--- config.mk ---
export PLATFORM = sky130hd
export DESIGN_NAME = sbc_synth_control
export DESIGN_NICKNAME = d
export VERILOG_FILES = /design/src/hdl/sbc_pkg.sv /design/src/hdl/sbc_synth_control.sv /design/src/hdl/sbc_bit_buffer.sv /design/src/hdl/sbc_rate_divider.sv
export SDC_FILE = /design/constraint.sdc
export NUM_CORES = 1
export LEC_CHECK = 0
export BUFFER_PORTS_ARGS = -buffer_cell sky130_fd_sc_hd__clkbuf_2
export CORE_MARGIN = 3
export CORE_UTILIZATION = 55
export DETAILED_ROUTE_END_ITERATION = 16
export HOLD_SLACK_MARGIN = 0.02
export PLACE_DENSITY = 0.73
export SLEW_MARGIN = 20
export SYNTH_ARGS = -nofsm -noshare
export SYNTH_HDL_FRONTEND = slang
export SYNTH_SLANG_ARGS = --single-unit
--- constraint.sdc ---
create_clock -name clk_sys -period 6.3 [get_ports clk_sys]
set_input_delay 0.63 -clock clk_sys [delete_from_list [all_inputs] [get_ports clk_sys]]
set_output_delay 0.63 -clock clk_sys [all_outputs]
set_load 0.01 [all_outputs]
--- src/hdl/sbc_pkg.sv ---
/*
  constants, register layout and carrier types of the synthesizer and bit-rate control.
  assumes a single 100 MHz system clock and a byte-wide register port.
*/
package sbc_pkg;
  // ----------------------------------------
  // register addresses
  // ----------------------------------------
  localparam logic [6:0] ADDR_MODE = 7'h01;
  localparam logic [6:0] ADDR_RATE_HIGH = 7'h02;
  localparam logic [6:0] ADDR_RATE_LOW = 7'h03;
  localparam logic [6:0] ADDR_DEV_HIGH = 7'h04;
  localparam logic [6:0] ADDR_DEV_LOW = 7'h05;
  localparam logic [6:0] ADDR_CARRIER_HIGH = 7'h06;
  localparam logic [6:0] ADDR_CARRIER_MID = 7'h07;
  localparam logic [6:0] ADDR_CARRIER_LOW = 7'h08;
  localparam logic [6:0] ADDR_OSC_CTRL = 7'h0a;
  localparam logic [6:0] ADDR_SUPPLY_MON = 7'h3c;
  localparam logic [6:0] ADDR_ROUTING = 7'h40;
  localparam logic [6:0] ADDR_ROUTING_TWO = 7'h41;
  localparam logic [6:0] ADDR_EXT_REF = 7'h4b;
  localparam logic [6:0] ADDR_RATE_FRAC = 7'h5d;

  // ----------------------------------------
  // field positions
  // ----------------------------------------
  localparam int MODE_CONT_BIT = 0;
  localparam int MODE_OOK_BIT = 1;
  localparam int MODE_GAUSS_BIT = 2;
  localparam int MODE_TX_BIT = 3;
  localparam int MODE_RX_BIT = 4;
  localparam int MODE_SLEEP_BIT = 5;
  localparam int MODE_LOW_NOISE_BIT = 6;
  localparam int OSC_REQUEST_BIT = 3;
  localparam int OSC_DONE_BIT = 2;
  localparam int SUPPLY_ENABLE_BIT = 3;
  localparam int EXT_REF_BIT = 4;
  localparam int FRAC_STEP_BITS = 19;
  localparam logic [2:0] CLK_OUT_OFF = 3'h7;
  localparam logic [2:0] CLK_OUT_MAX = 3'h5;
  localparam logic [2:0] PIN_COUNT = 3'h6;
  localparam logic [20:0] ONE_CYCLE16 = 21'h01_0010;
  localparam logic [19:0] MIN_PERIOD16 = 20'h0_0020;

  // ----------------------------------------
  // reset values
  // ----------------------------------------
  localparam logic [7:0] MODE_RST = 8'h00;
  localparam logic [7:0] RATE_HIGH_RST = 8'h1a;
  localparam logic [7:0] RATE_LOW_RST = 8'h0b;
  localparam logic [3:0] RATE_FRAC_RST = 4'h0;
  localparam logic [5:0] DEV_HIGH_RST = 6'h00;
  localparam logic [7:0] DEV_LOW_RST = 8'h52;
  localparam logic [7:0] CARRIER_HIGH_RST = 8'he4;
  localparam logic [7:0] CARRIER_MID_RST = 8'hc0;
  localparam logic [7:0] CARRIER_LOW_RST = 8'h00;
  localparam logic [1:0] PLL_BW_RST = 2'h3;
  localparam logic [7:0] SUPPLY_RST = 8'h02;
  localparam logic [7:0] ROUTING_RST = 8'h07;
  localparam logic [7:0] ROUTING_TWO_RST = 8'h00;
  localparam logic [7:0] EXT_REF_RST = 8'h00;

  // ----------------------------------------
  // timing
  // ----------------------------------------
  localparam int CLK_PERIOD_NS = 10;
  localparam int RC_TRIM_TIME_NS = 5000;
  localparam logic [9:0] RC_TRIM_CYCLES =
    10'((RC_TRIM_TIME_NS + CLK_PERIOD_NS - 1) / CLK_PERIOD_NS);

  // ----------------------------------------
  // types
  // ----------------------------------------
  typedef enum logic [1:0] {
    TRIM_IDLE = 2'b00,
    TRIM_RUN = 2'b01
  } sbc_trim_state_type;

  typedef struct packed {
    logic [7:0] mode;
    logic [7:0] rateHigh;
    logic [7:0] rateLow;
    logic [3:0] rateFrac;
    logic [5:0] devHigh;
    logic [7:0] devLow;
    logic [7:0] carrierHigh;
    logic [7:0] carrierMid;
    logic [7:0] carrierLow;
    logic [1:0] pllBandwidth;
    logic [7:0] supply;
    logic [7:0] routing;
    logic [7:0] routingTwo;
    logic [7:0] extRef;
  } sbc_regs_type;

  localparam sbc_regs_type REGS_RST = '{MODE_RST, RATE_HIGH_RST, RATE_LOW_RST,
    RATE_FRAC_RST, DEV_HIGH_RST, DEV_LOW_RST, CARRIER_HIGH_RST, CARRIER_MID_RST,
    CARRIER_LOW_RST, PLL_BW_RST, SUPPLY_RST, ROUTING_RST, ROUTING_TWO_RST, EXT_REF_RST};

  typedef struct packed {
    logic enable;
    logic lowNoisePll;
    logic [1:0] bandwidth;
    logic [4:0] intPart;
    logic [18:0] fracPart;
  } sbc_synth_type;

  localparam sbc_synth_type SYNTH_RST = '{1'b0, 1'b0, 2'h0, 5'h00, 19'h0_0000};

  // one-hot pin select, all zero for an index past the last pin
  function automatic logic [5:0] sbc_pin_select(input logic [2:0] index);
    logic [5:0] sel;
    sel = 6'h00;
    if (index < PIN_COUNT) begin
      sel[index] = 1'b1;
    end
    return sel;
  endfunction : sbc_pin_select
endpackage : sbc_pkg

--- src/hdl/sbc_synth_control.sv ---
/*
  register file, carrier staging, modulation, bit timing, rc trim, clock and pin routing.
  assumes the serial register port decodes into byte reads and writes on clk_sys.
*/
// Functional notes
// - step is reference over two to nineteen
// - carrier is step times 24-bit word
// - carrier applies only on low byte write
// - bit rate from rate word plus fraction
// - on-off keying ignores the rate fraction
// - data pin raw, or synced to bit clock
// - deviation is step times 14-bit word
// - trim request runs calibration, sets done
// - rc trim runs automatically at power-up
// - synthesizer starts once crystal is stable
// - reference clock out on pin five
// - low battery routed to chosen pin other than two
// - receive uses low-consumption synthesizer only
// - bit clock pulses once per needed bit
`timescale 1ns/1ps
`default_nettype none
module sbc_synth_control (
  input wire logic clk_sys,
  input wire logic reset,
  input wire logic clkEn,
  input wire logic [6:0] regAddr,
  input wire logic regWrite,
  input wire logic regRead,
  input wire logic [7:0] regWdata,
  output logic [7:0] regRdata,
  input wire logic txBitValid,
  input wire logic txBitData,
  output logic txBitReady,
  input wire logic txSerialDataPin,
  input wire logic xtalStable,
  input wire logic lowBatteryCross,
  output logic [5:0] generalPinOut,
  output logic [5:0] generalPinOe,
  output sbc_pkg::sbc_synth_type synthConfig,
  output logic txPaOn,
  output logic rcTrimActive,
  output logic extRefSelect,
  output logic [2:0] supplyThreshold
);
  typedef struct packed {
    sbc_pkg::sbc_regs_type regs;
    logic pend;
    logic [23:0] carrier;
    sbc_pkg::sbc_trim_state_type trim;
    logic [9:0] trimCount;
    logic trimDone;
    logic [5:0] clkDiv;
    logic curBit;
    logic bitClk;
    logic [5:0] pinOut;
    logic [5:0] pinOe;
    sbc_pkg::sbc_synth_type synth;
    logic paOn;
    logic [7:0] rdata;
  } sbc_state_type;

  localparam sbc_state_type STATE_RST = '{sbc_pkg::REGS_RST, 1'b0, 24'h00_0000,
    sbc_pkg::TRIM_RUN, 10'h000, 1'b0, 6'h00, 1'b0, 1'b0, 6'h00, 6'h00,
    sbc_pkg::SYNTH_RST, 1'b0, 8'h00};

  sbc_state_type state_q;
  sbc_state_type state_d;
  logic txOn;
  logic sleep;
  logic packetTx;
  logic contGauss;
  logic contRaw;
  logic divTick;
  logic [19:0] period16;
  logic [19:0] rawPeriod;
  logic [13:0] devWord;
  logic [23:0] synthWord;
  logic bufInValid;
  logic bufInData;
  logic bufInReady;
  logic bufOutValid;
  logic bufOutData;
  logic [5:0] batSel;
  logic lowBatLevel;
  logic [2:0] clkField;

  // ----------------------------------------
  // mode decode
  // ----------------------------------------
  assign sleep = state_q.regs.mode[sbc_pkg::MODE_SLEEP_BIT];
  assign txOn = state_q.regs.mode[sbc_pkg::MODE_TX_BIT] && !sleep;
  assign packetTx = txOn && !state_q.regs.mode[sbc_pkg::MODE_CONT_BIT];
  assign contGauss = txOn && state_q.regs.mode[sbc_pkg::MODE_CONT_BIT]
    && state_q.regs.mode[sbc_pkg::MODE_GAUSS_BIT];
  assign contRaw = txOn && state_q.regs.mode[sbc_pkg::MODE_CONT_BIT]
    && !state_q.regs.mode[sbc_pkg::MODE_GAUSS_BIT];
  assign rawPeriod = {state_q.regs.rateHigh, state_q.regs.rateLow,
    state_q.regs.mode[sbc_pkg::MODE_OOK_BIT] ? 4'h0 : state_q.regs.rateFrac};
  // rate words below two cycles would let the bit clock merge into a level
  assign period16 = (rawPeriod < sbc_pkg::MIN_PERIOD16) ? sbc_pkg::MIN_PERIOD16 : rawPeriod;
  assign devWord = {state_q.regs.devHigh, state_q.regs.devLow};
  assign lowBatLevel = lowBatteryCross && state_q.regs.supply[sbc_pkg::SUPPLY_ENABLE_BIT];
  assign batSel = sbc_pkg::sbc_pin_select(state_q.regs.routing[2:0]);
  assign clkField = state_q.regs.routingTwo[2:0];

  // ----------------------------------------
  // bit timing and buffer
  // ----------------------------------------
  sbc_rate_divider rateDivider (
    .clk_sys(clk_sys),
    .reset(reset),
    .clkEn(clkEn),
    .run(packetTx || contGauss),
    .period16(period16),
    .tick(divTick)
  );

  // with filtering the pin is sampled on each bit clock pulse
  assign bufInValid = packetTx ? txBitValid : (contGauss && divTick);
  assign bufInData = packetTx ? txBitData : txSerialDataPin;
  assign txBitReady = packetTx && bufInReady;

  sbc_bit_buffer #(
    .WIDTH(1),
    .DEPTH(2)
  ) bitBuffer (
    .clk_sys(clk_sys),
    .reset(reset),
    .clkEn(clkEn),
    .inValid(bufInValid),
    .inData(bufInData),
    .inReady(bufInReady),
    .outValid(bufOutValid),
    .outData(bufOutData),
    .outReady(divTick && (packetTx || contGauss))
  );

  // ----------------------------------------
  // next state
  // ----------------------------------------
  always_comb begin
    state_d = state_q;
    state_d.pend = 1'b0;
    if (regWrite) begin
      case (regAddr)
        sbc_pkg::ADDR_MODE: state_d.regs.mode = regWdata;
        sbc_pkg::ADDR_RATE_HIGH: state_d.regs.rateHigh = regWdata;
        sbc_pkg::ADDR_RATE_LOW: state_d.regs.rateLow = regWdata;
        sbc_pkg::ADDR_RATE_FRAC: state_d.regs.rateFrac = regWdata[3:0];
        sbc_pkg::ADDR_DEV_HIGH: state_d.regs.devHigh = regWdata[5:0];
        sbc_pkg::ADDR_DEV_LOW: state_d.regs.devLow = regWdata;
        sbc_pkg::ADDR_CARRIER_HIGH: state_d.regs.carrierHigh = regWdata;
        sbc_pkg::ADDR_CARRIER_MID: state_d.regs.carrierMid = regWdata;
        sbc_pkg::ADDR_CARRIER_LOW: begin
          state_d.regs.carrierLow = regWdata;
          state_d.pend = 1'b1;
        end
        sbc_pkg::ADDR_OSC_CTRL: state_d.regs.pllBandwidth = regWdata[1:0];
        sbc_pkg::ADDR_SUPPLY_MON: state_d.regs.supply = regWdata;
        sbc_pkg::ADDR_ROUTING: state_d.regs.routing = regWdata;
        sbc_pkg::ADDR_ROUTING_TWO: state_d.regs.routingTwo = regWdata;
        sbc_pkg::ADDR_EXT_REF: state_d.regs.extRef = regWdata;
        default: state_d.regs = state_q.regs;
      endcase
    end
    if (state_q.pend) begin
      state_d.carrier = {state_q.regs.carrierHigh, state_q.regs.carrierMid,
        state_q.regs.carrierLow};
    end
    case (state_q.trim)
      sbc_pkg::TRIM_IDLE: begin
        if (regWrite && regAddr == sbc_pkg::ADDR_OSC_CTRL
            && regWdata[sbc_pkg::OSC_REQUEST_BIT]) begin
          state_d.trim = sbc_pkg::TRIM_RUN;
          state_d.trimCount = '0;
          state_d.trimDone = 1'b0;
        end
      end
      sbc_pkg::TRIM_RUN: begin
        // a request while running is absorbed by the run in progress
        if (state_q.trimCount == sbc_pkg::RC_TRIM_CYCLES - 10'h001) begin
          state_d.trim = sbc_pkg::TRIM_IDLE;
          state_d.trimDone = 1'b1;
        end else begin
          state_d.trimCount = state_q.trimCount + 10'h001;
        end
      end
      default: state_d.trim = sbc_pkg::TRIM_IDLE;
    endcase
    state_d.clkDiv = state_q.clkDiv + 6'h01;
    if (contRaw) begin
      state_d.curBit = txSerialDataPin;
    end else if (divTick && bufOutValid) begin
      state_d.curBit = bufOutData;
    end
    state_d.bitClk = contGauss && divTick;
    state_d.paOn = txOn && (!state_q.regs.mode[sbc_pkg::MODE_OOK_BIT] || state_q.curBit);
    synthWord = state_q.carrier;
    if (txOn && !state_q.regs.mode[sbc_pkg::MODE_OOK_BIT]) begin
      synthWord = state_q.curBit ? state_q.carrier + {10'h000, devWord}
        : state_q.carrier - {10'h000, devWord};
    end
    state_d.synth.intPart = synthWord[23:sbc_pkg::FRAC_STEP_BITS];
    state_d.synth.fracPart = synthWord[sbc_pkg::FRAC_STEP_BITS-1:0];
    state_d.synth.enable = xtalStable && !sleep;
    state_d.synth.lowNoisePll = state_q.regs.mode[sbc_pkg::MODE_LOW_NOISE_BIT]
      && !state_q.regs.mode[sbc_pkg::MODE_RX_BIT];
    state_d.synth.bandwidth = state_q.regs.pllBandwidth;
    state_d.pinOut = 6'h00;
    state_d.pinOe = 6'h00;
    state_d.pinOut[1] = state_q.bitClk;
    state_d.pinOe[1] = contGauss;
    if (!sleep && clkField <= sbc_pkg::CLK_OUT_MAX) begin
      state_d.pinOut[5] = state_q.clkDiv[clkField];
      state_d.pinOe[5] = 1'b1;
    end
    state_d.pinOut = (state_d.pinOut & ~batSel) | (batSel & {6{lowBatLevel}});
    state_d.pinOe = state_d.pinOe | batSel;
    state_d.pinOe[2] = 1'b0;
    if (regRead) begin
      case (regAddr)
        sbc_pkg::ADDR_MODE: state_d.rdata = state_q.regs.mode;
        sbc_pkg::ADDR_RATE_HIGH: state_d.rdata = state_q.regs.rateHigh;
        sbc_pkg::ADDR_RATE_LOW: state_d.rdata = state_q.regs.rateLow;
        sbc_pkg::ADDR_RATE_FRAC: state_d.rdata = {4'h0, state_q.regs.rateFrac};
        sbc_pkg::ADDR_DEV_HIGH: state_d.rdata = {2'h0, state_q.regs.devHigh};
        sbc_pkg::ADDR_DEV_LOW: state_d.rdata = state_q.regs.devLow;
        sbc_pkg::ADDR_CARRIER_HIGH: state_d.rdata = state_q.regs.carrierHigh;
        sbc_pkg::ADDR_CARRIER_MID: state_d.rdata = state_q.regs.carrierMid;
        sbc_pkg::ADDR_CARRIER_LOW: state_d.rdata = state_q.regs.carrierLow;
        sbc_pkg::ADDR_OSC_CTRL: state_d.rdata = {4'h0, state_q.trim == sbc_pkg::TRIM_RUN,
          state_q.trimDone, state_q.regs.pllBandwidth};
        sbc_pkg::ADDR_SUPPLY_MON: state_d.rdata = state_q.regs.supply;
        sbc_pkg::ADDR_ROUTING: state_d.rdata = state_q.regs.routing;
        sbc_pkg::ADDR_ROUTING_TWO: state_d.rdata = state_q.regs.routingTwo;
        sbc_pkg::ADDR_EXT_REF: state_d.rdata = state_q.regs.extRef;
        default: state_d.rdata = 8'h00;
      endcase
    end
  end

  always_ff @(posedge clk_sys) begin
    if (reset) begin
      state_q <= STATE_RST;
    end else if (clkEn) begin
      state_q <= state_d;
    end
  end

  // ----------------------------------------
  // outputs
  // ----------------------------------------
  assign regRdata = state_q.rdata;
  assign generalPinOut = state_q.pinOut;
  assign generalPinOe = state_q.pinOe;
  assign synthConfig = state_q.synth;
  assign txPaOn = state_q.paOn;
  assign rcTrimActive = (state_q.trim == sbc_pkg::TRIM_RUN);
  assign extRefSelect = state_q.regs.extRef[sbc_pkg::EXT_REF_BIT];
  assign supplyThreshold = state_q.regs.supply[2:0];

  // ----------------------------------------
  // checks
  // ----------------------------------------
  carrier_apply_a: assert property (@(posedge clk_sys) disable iff (reset)
    state_q.pend && clkEn |=> state_q.carrier == $past({state_q.regs.carrierHigh,
      state_q.regs.carrierMid, state_q.regs.carrierLow}))
    else $error("staged carrier not applied");
  carrier_hold_a: assert property (@(posedge clk_sys) disable iff (reset)
    !state_q.pend |=> $stable(state_q.carrier))
    else $error("carrier changed without low byte write");
  frac_ook_a: assert property (@(posedge clk_sys) disable iff (reset)
    state_q.regs.mode[sbc_pkg::MODE_OOK_BIT] && rawPeriod[19:4] >= 16'h0002
    |-> period16[3:0] == 4'h0)
    else $error("fraction used in on-off keying");
  bit_clock_pulse_a: assert property (@(posedge clk_sys) disable iff (reset)
    state_q.bitClk |=> !state_q.bitClk)
    else $error("bit clock longer than one cycle");
  trim_done_a: assert property (@(posedge clk_sys) disable iff (reset)
    clkEn && state_q.trim == sbc_pkg::TRIM_RUN
    && state_q.trimCount == sbc_pkg::RC_TRIM_CYCLES - 10'h001
    |=> state_q.trimDone && !rcTrimActive)
    else $error("trim done not set");
  powerup_trim_a: assert property (@(posedge clk_sys)
    $fell(reset) |-> rcTrimActive && state_q.trimCount == 10'h000)
    else $error("power-up trim not started");
  synth_start_a: assert property (@(posedge clk_sys) disable iff (reset)
    clkEn && xtalStable && !sleep |=> synthConfig.enable)
    else $error("synthesizer not started");
  rx_pll_a: assert property (@(posedge clk_sys) disable iff (reset)
    clkEn && state_q.regs.mode[sbc_pkg::MODE_RX_BIT] |=> !synthConfig.lowNoisePll)
    else $error("low-noise synthesizer in receive");
  lowbat_route_a: assert property (@(posedge clk_sys) disable iff (reset)
    clkEn && state_q.regs.routing[2:0] < sbc_pkg::PIN_COUNT
    |=> generalPinOut[$past(state_q.regs.routing[2:0])] == $past(lowBatLevel))
    else $error("low battery not on routed pin");
  sleep_clock_a: assert property (@(posedge clk_sys) disable iff (reset)
    clkEn && sleep && state_q.regs.routing[2:0] != 3'h5 |=> !generalPinOe[5])
    else $error("clock out active in sleep");
  deviation_a: assert property (@(posedge clk_sys) disable iff (reset)
    clkEn && txOn && !state_q.regs.mode[sbc_pkg::MODE_OOK_BIT] && state_q.curBit
    |=> {synthConfig.intPart, synthConfig.fracPart}
      == $past(state_q.carrier + {10'h000, devWord}))
    else $error("deviation not applied");
  trim_cover_c: cover property (@(posedge clk_sys) $rose(state_q.trimDone));
  bit_clock_cover_c: cover property (@(posedge clk_sys) state_q.bitClk);
  carrier_cover_c: cover property (@(posedge clk_sys) state_q.pend ##1 $changed(state_q.carrier));
  backpressure_cover_c: cover property (@(posedge clk_sys) packetTx && txBitValid && !txBitReady);
endmodule : sbc_synth_control
`default_nettype wire

--- src/hdl/sbc_bit_buffer.sv ---
/*
  two-entry buffer for transmit bits with valid and ready on both sides.
  assumes the drain side may stall for any number of cycles.
*/
`timescale 1ns/1ps
`default_nettype none
module sbc_bit_buffer #(
  parameter int WIDTH = 1,
  parameter int DEPTH = 2
) (
  input wire logic clk_sys,
  input wire logic reset,
  input wire logic clkEn,
  input wire logic inValid,
  input wire logic [WIDTH-1:0] inData,
  output logic inReady,
  output logic outValid,
  output logic [WIDTH-1:0] outData,
  input wire logic outReady
);
  localparam int PW = (DEPTH > 1) ? $clog2(DEPTH) : 1;
  localparam logic [PW:0] FULL_COUNT = (PW + 1)'(DEPTH);
  localparam logic [PW-1:0] LAST_SLOT = PW'(DEPTH - 1);

  typedef struct packed {
    logic [DEPTH-1:0][WIDTH-1:0] mem;
    logic [PW-1:0] wrPtr;
    logic [PW-1:0] rdPtr;
    logic [PW:0] count;
  } sbc_buf_state_type;

  sbc_buf_state_type state_q;
  sbc_buf_state_type state_d;
  logic push;
  logic pop;

  assign inReady = (state_q.count != FULL_COUNT);
  assign outValid = (state_q.count != '0);
  assign outData = state_q.mem[state_q.rdPtr];
  assign push = inValid && inReady;
  assign pop = outValid && outReady;

  // ----------------------------------------
  // pointers and storage
  // ----------------------------------------
  always_comb begin
    state_d = state_q;
    if (push) begin
      state_d.mem[state_q.wrPtr] = inData;
      state_d.wrPtr = (state_q.wrPtr == LAST_SLOT) ? '0 : state_q.wrPtr + 1'b1;
    end
    if (pop) begin
      state_d.rdPtr = (state_q.rdPtr == LAST_SLOT) ? '0 : state_q.rdPtr + 1'b1;
    end
    if (push && !pop) begin
      state_d.count = state_q.count + 1'b1;
    end else if (pop && !push) begin
      state_d.count = state_q.count - 1'b1;
    end
  end

  always_ff @(posedge clk_sys) begin
    if (reset) begin
      state_q <= '0;
    end else if (clkEn) begin
      state_q <= state_d;
    end
  end
endmodule : sbc_bit_buffer
`default_nettype wire

--- src/hdl/sbc_rate_divider.sv ---
/*
  fractional bit-rate divider in sixteenths of a reference cycle.
  assumes the period word is never below two whole cycles.
*/
`timescale 1ns/1ps
`default_nettype none
module sbc_rate_divider (
  input wire logic clk_sys,
  input wire logic reset,
  input wire logic clkEn,
  input wire logic run,
  input wire logic [19:0] period16,
  output logic tick
);
  typedef struct packed {
    logic [19:0] acc;
    logic tick;
  } sbc_div_state_type;

  sbc_div_state_type state_q;
  sbc_div_state_type state_d;
  logic [20:0] next;

  assign tick = state_q.tick;

  // ----------------------------------------
  // accumulator
  // ----------------------------------------
  always_comb begin
    state_d = state_q;
    next = {1'b0, state_q.acc} + sbc_pkg::ONE_CYCLE16 - 21'h01_0000;
    state_d.tick = 1'b0;
    if (!run) begin
      state_d.acc = '0;
    end else if (next >= {1'b0, period16}) begin
      // remainder carries so the average rate holds the fraction
      state_d.acc = 20'(next - {1'b0, period16});
      // a shortened period must not leave a second tick due
      if (state_d.acc >= 20'h0_0010) begin
        state_d.acc = '0;
      end
      state_d.tick = 1'b1;
    end else begin
      state_d.acc = next[19:0];
    end
  end

  always_ff @(posedge clk_sys) begin
    if (reset) begin
      state_q <= '0;
    end else if (clkEn) begin
      state_q <= state_d;
    end
  end
endmodule : sbc_rate_divider
`default_nettype wire

==> results.py, run 1 <==
metrics = {
    "run_status": {
        "status": "completed",
    },
    "placed_design": {
        "place_ws_ps": 2160,
        "gp_congestion": 0.948,
        "port-buffer-count": 78,
        "hpwl_mm": 26.4,
    },
    "setup_path": {
        "critical_path_class": "flip-flop to flip-flop",
        "startpoint_type": "flip-flop",
        "worst-path-max-fanout": 20,
        "end_kind": "flip-flop",
        "crit_required_ps": 6700,
        "cp.arrival_ps": 4250,
    },
    "synthesis": {
        "synthCells": 1630,
        "synth_edf_count": 0,
        "synthDistinctLibCells": 77,
        "synth_most_common_cell": "nand2_1",
        "async_flop_share": 0,
        "yosysTopAreaCell": "dfxtp_1",
        "yosys_warnings": 0,
        "netlist.area_leader.share": 0.351,
        "synth_seq_area_share": 0.351,
        "netlist_area_mm2": 0.0125,
        "syn_area_per_cell_um2": 7.69,
        "ys_ff_latch": 220,
        "synth_area_leaders": "dfxtp_1 (35%), nand2_1 (9.7%), a21oi_1 (7.7%), ha_1 (4.8%), nor2_1 (3.5%)",
        "ys_top_cells_by_count": "nand2_1 (324), dfxtp_1 (220), a21oi_1 (192), nor2_1 (118), clkbuf_1 (76)",
        "synth-main-ff-cell": "dfxtp_1",
        "syn_nets": 1705,
    },
    "timing": {
        "period_share": 0.610,
        "hold_slack_ps": 355,
        "slew_viol_final": 0,
        "min_period_ps": 3840,
        "rsz0062_at_grt": "no",
        "max_freq_ghz": 0.260,
        "tightest_slew_ps": 1120,
        "hold_viol": 0,
        "setup_ws_ps": 2460,
        "clock_skew_ps": 22.8,
        "tns_ps": 0,
        "slew-limit-headroom": 0.246,
        "setup_violations": 0,
    },
    "drt": {
        "avgRoutedWirePerCell_um": 19.2,
        "vias": 11800,
        "drt_iter0_markers": 1194,
        "post-route-drc-count": 0,
        "ant_nets": 0,
        "firstDrtPassIters": 8,
        "wl_mm": 36.6,
        "vias_per_cell": 6.17,
    },
    "finish": {
        "fin_nets": 1684,
        "fin_util": 0.610,
        "fillCellCount": 2043,
        "diodes": 0,
        "area_delta_synth_final_pct": 7.56,
        "drive_above_1_share": 0.0989,
    },
    "cts": {
        "clkLatencyLatePin_ps": 540,
        "cts_tree": "built",
        "clockBufferDepth": 3,
        "hold_buffers": 0,
        "htreeDepth": 1,
        "path_clk_slew_ps": 60,
        "post_cts_resized": 0,
        "cts_made_buffers": 25,
        "postCtsSetupRepairBufs": 0,
        "root_buffer": "clkbuf_16",
        "clock-sinks": 220,
    },
    "global_route": {
        "grt_max_degree": 62,
        "grt_pass1_vias": 10800,
        "gr-total-overflow": 0,
        "grt_pass1_wl_mm": 57.9,
        "grt_use_total": 0.290,
        "antenna_found_initial": 0,
        "use_met3": 0.0575,
        "grt_util_met2": 0.433,
        "grt_use_met1": 0.426,
        "top_usage_layer": "met2",
    },
    "floorplanning": {
        "die_height_um": 157,
        "initial_core_util": 0.567,
        "dieArea_mm2": 0.0246,
        "die_x_um": 157,
        "core_mm2": 0.0221,
        "pin_count": 80,
        "num_rows": 54,
    },
    "job": {
        "maxCapViolations": 0,
    },
    "min_path": {
        "min_path_type": "input port to flip-flop",
    },
    "power_and_ir_drop": {
        "p_total_uw": 3010,
        "powerDensity_mw_per_mm2": 223,
        "power_leakage_uw": 0.00500,
        "peakVddDrop_uv": 205,
    },
}
==> path summary, 6_finish.rpt <==
path | slack [ps] | cells after the start | endpoint | startpoint
worst max-delay path | 2460 | 10 | synthConfig[23] | state_q[50]
worst min-delay path | 360 | 3 | synthConfig[27] | xtalStable
worst max register to register | 2460 | 10 | synthConfig[23] | state_q[50]
worst min register to register | 460 | 2 | state_q[107] | state_q[107]
==> cells by family after synthesis <==
| logic type | count (synthesis) | share of synthesized area |
|---|---|---|
| AND/OR/NAND/NOR | 667 | 0.242 |
| multiplexers | 41 | 0.0362 |
| XOR/XNOR | 65 | 0.0454 |
| buffers and inverters | 181 | 0.0698 |
| adder cells (fa/ha/maj) | 50 | 0.0511 |
| flip-flops | 220 | 0.351 |
| other | 1 | 0.000299 |
| AO/OA/AOI/OAI | 405 | 0.204 |
==> worst max-delay path, stage by stage (launching register included) <==
cell and delay (ps):
dfxtp_1 790, mux2_2 460, ha_1 300, a211oi_1 310, o211ai_1 160, a31oi_1 350
o21ai_0 310, a21oi_1 340, mux2i_1 260, nor3_1 70, or3b_1 370
==> flip-flops by register name (all words and copies together), names as in the netlist <==
register             count
bitBuffer.state_q        6
clkField                 3
sleep                    1
rawPeriod               16
regRdata                 8
extRefSelect             1
supplyThreshold          3
state_d                  2
state_q                105
devWord                 14
txPaOn                   1
rateDivider.tick         1
generalPinOut            6
generalPinOe             5
synthConfig             28
rateDivider.state_q     20
==> area by class of cell <==
class / instances / area (um^2) / share of cell area
well taps: 280 / 350 / 0.0260
inverters: 46 / 173 / 0.0128
multi-input cells: 1229 / 7270 / 0.539
repair buffers: 87 / 463 / 0.0343
clock inverters: 10 / 115 / 0.00854
flip-flops and latches: 220 / 4400 / 0.327
clock buffers: 36 / 707 / 0.0525
==> routing by layer <==
metal	share of wire	vias to the layer above	wire length [um]
li1	-	5675	-
met4	0.032	0	1160
met1	0.45	5407	16400
met5	0	-	0
met3	0.10	102	3740
met2	0.42	589	15300
==> layout by cell type, fill, tap and decap left out, types with 29 or more instances in the layout <==
| cell | instances |
|---|---|
| xnor2_1 | 31 |
| a21oi_1 | 192 |
| mux2i_1 | 33 |
| nor2_1 | 117 |
| inv_1 | 45 |
| clkbuf_2 | 76 |
| nor3_1 | 29 |
| nand2_1 | 324 |
| xor2_1 | 34 |
| o21ai_0 | 46 |
| ha_1 | 48 |
| nand3_1 | 74 |
| dfxtp_1 | 220 |
==> where the power goes <==
| group | internal, uW | switching [uW] | leakage [uW] |
|---|---|---|---|
| Combinational | 40.1 | 105 | 0.00281 |
| Sequential | 1410 | 11.2 | 0.00178 |
| Clock | 865 | 584 | 0.000411 |
| Total | 2310 | 700 | 0.00500 |
==> metrics by stage <==
step	cell area (um^2)	cells
after detailed placement	12600	1862
after CTS	13500	1908
final	13500	1908
after global placement	12600	1862
after floorplan	12500	1630
after global routing	13500	1908
No activity file was read; power rests on OpenSTA's default activity.
==> inputs of run 2 (changes only) <==
clock period = 3.75 ns   (was 6.3 ns; I/O delays follow)
==> run 2 against run 1 <==
Sequential share of layout area fell by 0.56 points. Clock power rose by 73%. Flip-flop and latch count did not move. Final area rose by 2.1%.
==> results.py, run 2 (same netlist as run 1, synthesis figures left out) <==
metrics = {
    "run_status": {
        "status": "completed",
    },
    "placed_design": {
        "placed_cells": 1885,
        "hpwl_mm": 26.7,
        "place_ws_ps": 103,
        "port-buffer-count": 78,
        "gp_congestion": 0.957,
    },
    "drt": {
        "vias_per_cell": 6.19,
        "wl_mm": 37.8,
        "ant_nets": 0,
        "drt_iter0_markers": 996,
        "firstDrtPassIters": 6,
        "post-route-drc-count": 0,
        "avgRoutedWirePerCell_um": 19.6,
        "vias": 12000,
    },
    "floorplanning": {
        "dieArea_mm2": 0.0246,
        "pin_count": 80,
        "core_mm2": 0.0221,
        "initial_core_util": 0.567,
        "die_x_um": 157,
        "num_rows": 54,
        "die_height_um": 157,
    },
    "cts": {
        "cts_tree": "built",
        "clkLatencyLatePin_ps": 540,
        "cts_made_buffers": 25,
        "path_clk_slew_ps": 60,
        "htreeDepth": 1,
        "clock-sinks": 220,
        "clockBufferDepth": 3,
        "root_buffer": "clkbuf_16",
    },
    "timing": {
        "tightest_slew_ps": 985,
        "min_period_ps": 3560,
        "slew_viol_final": 0,
        "period_share": 0.950,
        "setup_ws_ps": 187,
        "hold_viol": 0,
        "setup_violations": 0,
        "clock_skew_ps": 18.4,
        "slew-limit-headroom": 0.338,
        "tns_ps": 0,
        "max_freq_ghz": 0.281,
    },
    "global_route": {
        "grt_max_degree": 90,
        "grt_pass1_wl_mm": 59.4,
        "grt_use_total": 0.300,
        "antenna_found_initial": 0,
        "grt_pass1_vias": 10700,
        "gr-total-overflow": 0,
    },
    "setup_path": {
        "worstReg2RegEnd": "synthConfig[16]",
        "crit_required_ps": 4180,
        "path_common_cell": "a21o_1",
        "cp.arrival_ps": 4000,
        "slowest_stage": "dfxtp_1",
        "crit_path_start": "devWord[0]",
        "r2r_start": "devWord[0]",
        "end_kind": "flip-flop",
        "slowest_delay_ps": 470,
        "endpoint": "synthConfig[16]",
        "critical_path_class": "flip-flop to flip-flop",
        "reg2regPathDepth": 12,
        "worst-path-max-fanout": 6,
        "rrSetupSlack_ps": 190,
        "startpoint_type": "flip-flop",
        "cp_cell_sequence": "inv_1 > ha_1 > mux2_2 > fa_1 > a21o_1 > a21oi_1 > o21ai_0 > a21o_1 > a22oi_1 > nor3b_1 > o31ai_1 > a211oi_1",
    },
    "finish": {
        "layout_commonest_cell": "nand2_1",
        "seqCellArea_mm2": 0.00442,
        "area_delta_synth_final_pct": 9.78,
        "stdcell_count": 1930,
        "fin_nets": 1708,
        "mostFrequentLayoutCells": "nand2_1 (324), dfxtp_1 (209), a21oi_1 (191), nor2_1 (113), clkbuf_2 (76)",
        "diodes": 0,
        "multi_input_area_mm2": 0.00734,
        "largest_reg_flops": 105,
        "drive_above_1_share": 0.128,
        "top_register": "state_q",
        "fillCellCount": 2014,
    },
    "job": {
        "maxCapViolations": 0,
    },
    "power_and_ir_drop": {
        "p_sw_frac": 0.233,
        "powerDensity_mw_per_mm2": 373,
        "comb_power_share": 0.049,
        "internal-power_uw": 3940,
        "peakVddDrop_uv": 328,
        "power_leakage_uw": 0.00514,
        "power.switching_uw": 1200,
        "pwr-share-seq": 0.464,
        "p_clk_frac": 0.488,
    },
    "min_path": {
        "min_path_type": "input port to flip-flop",
    },
}
## run 2: worst max-delay path, delay by kind of cell (launching register included)
family	cells	cell delay [ps]
buffers and inverters	1	90
AOI/OAI and AO/OA	7	1600
and+or+nand+nor	1	250
adders and majority gates	2	750
muxes	1	310
DFF	1	470
## run 2: area by class of cell
| type | instances | area share |
|---|---|---|
| timing repair buffer | 111 | 0.0470 |
| sequential | 220 | 0.321 |
| tap | 280 | 0.0255 |
| inverter | 46 | 0.0126 |
| clock buffer | 34 | 0.0508 |
| multi-input combinational | 1229 | 0.533 |
| clock inverter | 10 | 0.00964 |
## run 2: power groups by stage
| stage | Combinational [uW] | Clock (uW) | Sequential, uW |
|---|---|---|---|
| 2_1_floorplan | 179 | 0 | 2420 |
| 3_3_place_gp | 240 | 0 | 2430 |
| 3_5_place_dp | 243 | 0 | 2430 |
| 4_1_cts | 244 | 2530 | 2380 |
| 5_1_grt | 268 | 2640 | 2380 |
| 6_report | 249 | 2510 | 2380 |
## run 2: how the worst min path moves through the flow
stage,endpoint,slack (ps),depth (start not counted),from
2_1_floorplan,state_q[96],440,2,state_q[96]
3_3_place_gp,state_q[108],440,2,state_q[108]
3_5_place_dp,state_q[108],450,2,state_q[108]
4_1_cts,synthConfig[27],90,3,xtalStable
5_1_grt,synthConfig[27],110,3,xtalStable
6_report,synthConfig[27],110,3,xtalStable
## run 2: timing repair
action	CTS	global route
hold buffers	0	0
setup buffers	0	1
endpoints found under the setup margin	0	23
resized for setup	0	34
## run 2: stage by stage
stage	util	hold WS, ps	power (uW)	cell area, um^2
2_1_floorplan	-	436	2600	12500
3_3_place_gp	0.580	442	2670	12800
3_5_place_dp	0.580	451	2670	12800
4_1_cts	0.618	92.5	5160	13600
5_1_grt	0.623	107	5290	13800
6_report	0.623	107	5130	13800
## run 2: per-layer routing
layer	track usage	wire length, um	vias to the layer above
li1	-	-	5720
met1	0.448	17100	5587
met2	0.455	16200	571
met3	0.0506	3650	78
met4	0.0675	947	0
met5	0	0	-
==> inputs of run 3 (changes only) <==
ABC_CLOCK_PERIOD_IN_PS = 3750   (was not set)
CELL_PAD_IN_SITES_DETAIL_PLACEMENT = 0   (was not set)
CELL_PAD_IN_SITES_GLOBAL_PLACEMENT = 1   (was not set)
CORE_UTILIZATION = 46   (was 55)
PLACE_DENSITY = 0.81   (was 0.73)
==> run 3 against run 2 <==
Via count down 0.37%. Global-route usage down 3.3 points. Combinational power up 4%. Setup slack worse by 18 ps. Final area up 0.80%. Worst hold slack better by 9.8 ps. Maximum frequency down 0.50%. Final cell count up 3.3%.
==> results.py, run 3 (same netlist as run 1, synthesis figures left out) <==
metrics = {
    "cts": {
        "cts_tree": "built",
        "clock-sinks": 220,
        "cts_made_buffers": 26,
        "htreeDepth": 1,
        "hold_buffers": 0,
        "path_clk_slew_ps": 60,
        "clockBufferDepth": 3,
        "root_buffer": "clkbuf_16",
        "clkLatencyLatePin_ps": 530,
    },
    "global_route": {
        "grt_use_total": 0.267,
        "antenna_found_initial": 1,
        "grt_pass1_vias": 10900,
        "grt_max_degree": 74,
        "grt_pass1_wl_mm": 61.9,
        "gr-total-overflow": 0,
    },
    "placed_design": {
        "gp_congestion": 0.956,
        "port-buffer-count": 78,
        "placed_cells": 1948,
        "hpwl_mm": 28.9,
    },
    "power_and_ir_drop": {
        "pwr-share-seq": 0.463,
        "p_sw_frac": 0.234,
        "peakVddDrop_uv": 292,
        "p_clk_frac": 0.486,
        "comb_power_share": 0.050,
        "internal-power_uw": 3940,
        "power.switching_uw": 1200,
        "power_leakage_uw": 0.00516,
        "powerDensity_mw_per_mm2": 371,
    },
    "finish": {
        "largest_reg_flops": 105,
        "diodes": 0,
        "drive_above_1_share": 0.124,
        "mostFrequentLayoutCells": "nand2_1 (324), dfxtp_1 (217), a21oi_1 (192), nor2_1 (114), clkbuf_2 (76)",
        "top_register": "state_q",
        "fin_nets": 1717,
        "area_delta_synth_final_pct": 10.7,
        "layout_commonest_cell": "nand2_1",
        "stdcell_count": 1994,
    },
    "timing": {
        "slew_viol_final": 0,
        "period_share": 0.955,
        "hold_viol": 0,
        "tns_ps": 0,
        "setup_violations": 0,
        "min_period_ps": 3580,
        "rsz0062_at_grt": "yes",
        "tightest_slew_ps": 1100,
        "max_freq_ghz": 0.279,
        "slew-limit-headroom": 0.263,
        "clock_skew_ps": 14.8,
    },
    "floorplanning": {
        "num_rows": 59,
        "pin_count": 80,
        "die_height_um": 171,
        "dieArea_mm2": 0.0293,
        "initial_core_util": 0.474,
        "core_mm2": 0.0264,
        "die_x_um": 171,
    },
    "setup_path": {
        "rrSetupSlack_ps": 170,
        "critical_path_class": "flip-flop to flip-flop",
        "crit_required_ps": 4210,
        "startpoint_type": "flip-flop",
        "end_kind": "flip-flop",
        "worst-path-max-fanout": 6,
        "cp.arrival_ps": 4040,
    },
    "run_status": {
        "status": "completed",
    },
    "drt": {
        "avgRoutedWirePerCell_um": 20.2,
        "ant_nets": 0,
        "firstDrtPassIters": 5,
        "wl_mm": 40.2,
        "post-route-drc-count": 0,
        "vias_per_cell": 5.97,
        "vias": 11900,
        "drt_iter0_markers": 1171,
    },
    "job": {
        "maxCapViolations": 0,
    },
    "min_path": {
        "min_path_type": "input port to flip-flop",
    },
}
[run 3: cell types whose count changed in the layout (fill, tap and decap cells not counted), sizes merged]
cell	previous run	this run
buf	35	43
clkbuf	110	112
clkinvlp	0	2
bufinv	3	2
clkinv	6	5
inv	47	46
[run 3: layout make-up]
type	instances	area, um^2
clock buffers	36	739
clock inverters	9	100
fillers	2579	12600
inverters	46	173
multi-input cells	1229	7320
flip-flops and latches	220	4410
well taps	335	419
repair buffers	119	707
[run 3: critical path, cell delays in order, from the launching register on]
cell and delay (ps):
dfxtp_1 330, nor4_1 330, and4_1 290, nor2_1 60
buf_4 140, nand2_1 70, ha_1 300, a41o_1 310
a221oi_4 310, o21a_1 240, nand2b_4 60, a211o_1 320
a2111oi_4 380, nand4_2 200, o21ai_1 170
[run 3: routing by layer]
layer / wire length [um] / global-route usage / vias to the layer above
met5: 13 / 0 / -
met4: 697 / 0.0525 / 2
met3: 3450 / 0.0490 / 54
met2: 17200 / 0.409 / 464
met1: 18900 / 0.397 / 5664
li1: - / - / 5728
[run 3: final timing paths]
kind	startpoint	endpoint	depth (start not counted)
max	rawPeriod[16]	rateDivider.state_q[3]	14
min	xtalStable	synthConfig[27]	3
max reg2reg	rawPeriod[16]	rateDivider.state_q[3]	14
min reg2reg	state_q[124]	state_q[124]	2
[run 3: timing repair]
action                     4_1_cts  5_1_grt
setup buffers                    0        1
setup endpoints to repair        0       24
gates resized for setup          0       20
[run 3: per-stage QoR]
| stage | util | instance area, um^2 | total power [uW] | setup slack (ps) | hold WS, ps |
|---|---|---|---|---|---|
| floorplan | - | 12500 | 2600 | 304 | 436 |
| global placement | 0.490 | 12900 | 2680 | 209 | 441 |
| detailed placement | 0.490 | 12900 | 2680 | 77.3 | 450 |
| CTS | 0.522 | 13800 | 5170 | 27.5 | 103 |
| global route | 0.525 | 13900 | 5290 | -22.9 | 131 |
| finish | 0.525 | 13900 | 5140 | 169 | 117 |
[run 3: power by group through the flow]
stage,Sequential [uW],Clock [uW],Combinational (uW)
floorplan,2420,0,179
CTS,2380,2540,254
detailed placement,2430,0,252
global route,2380,2630,277
global placement,2430,0,251
finish,2380,2500,258
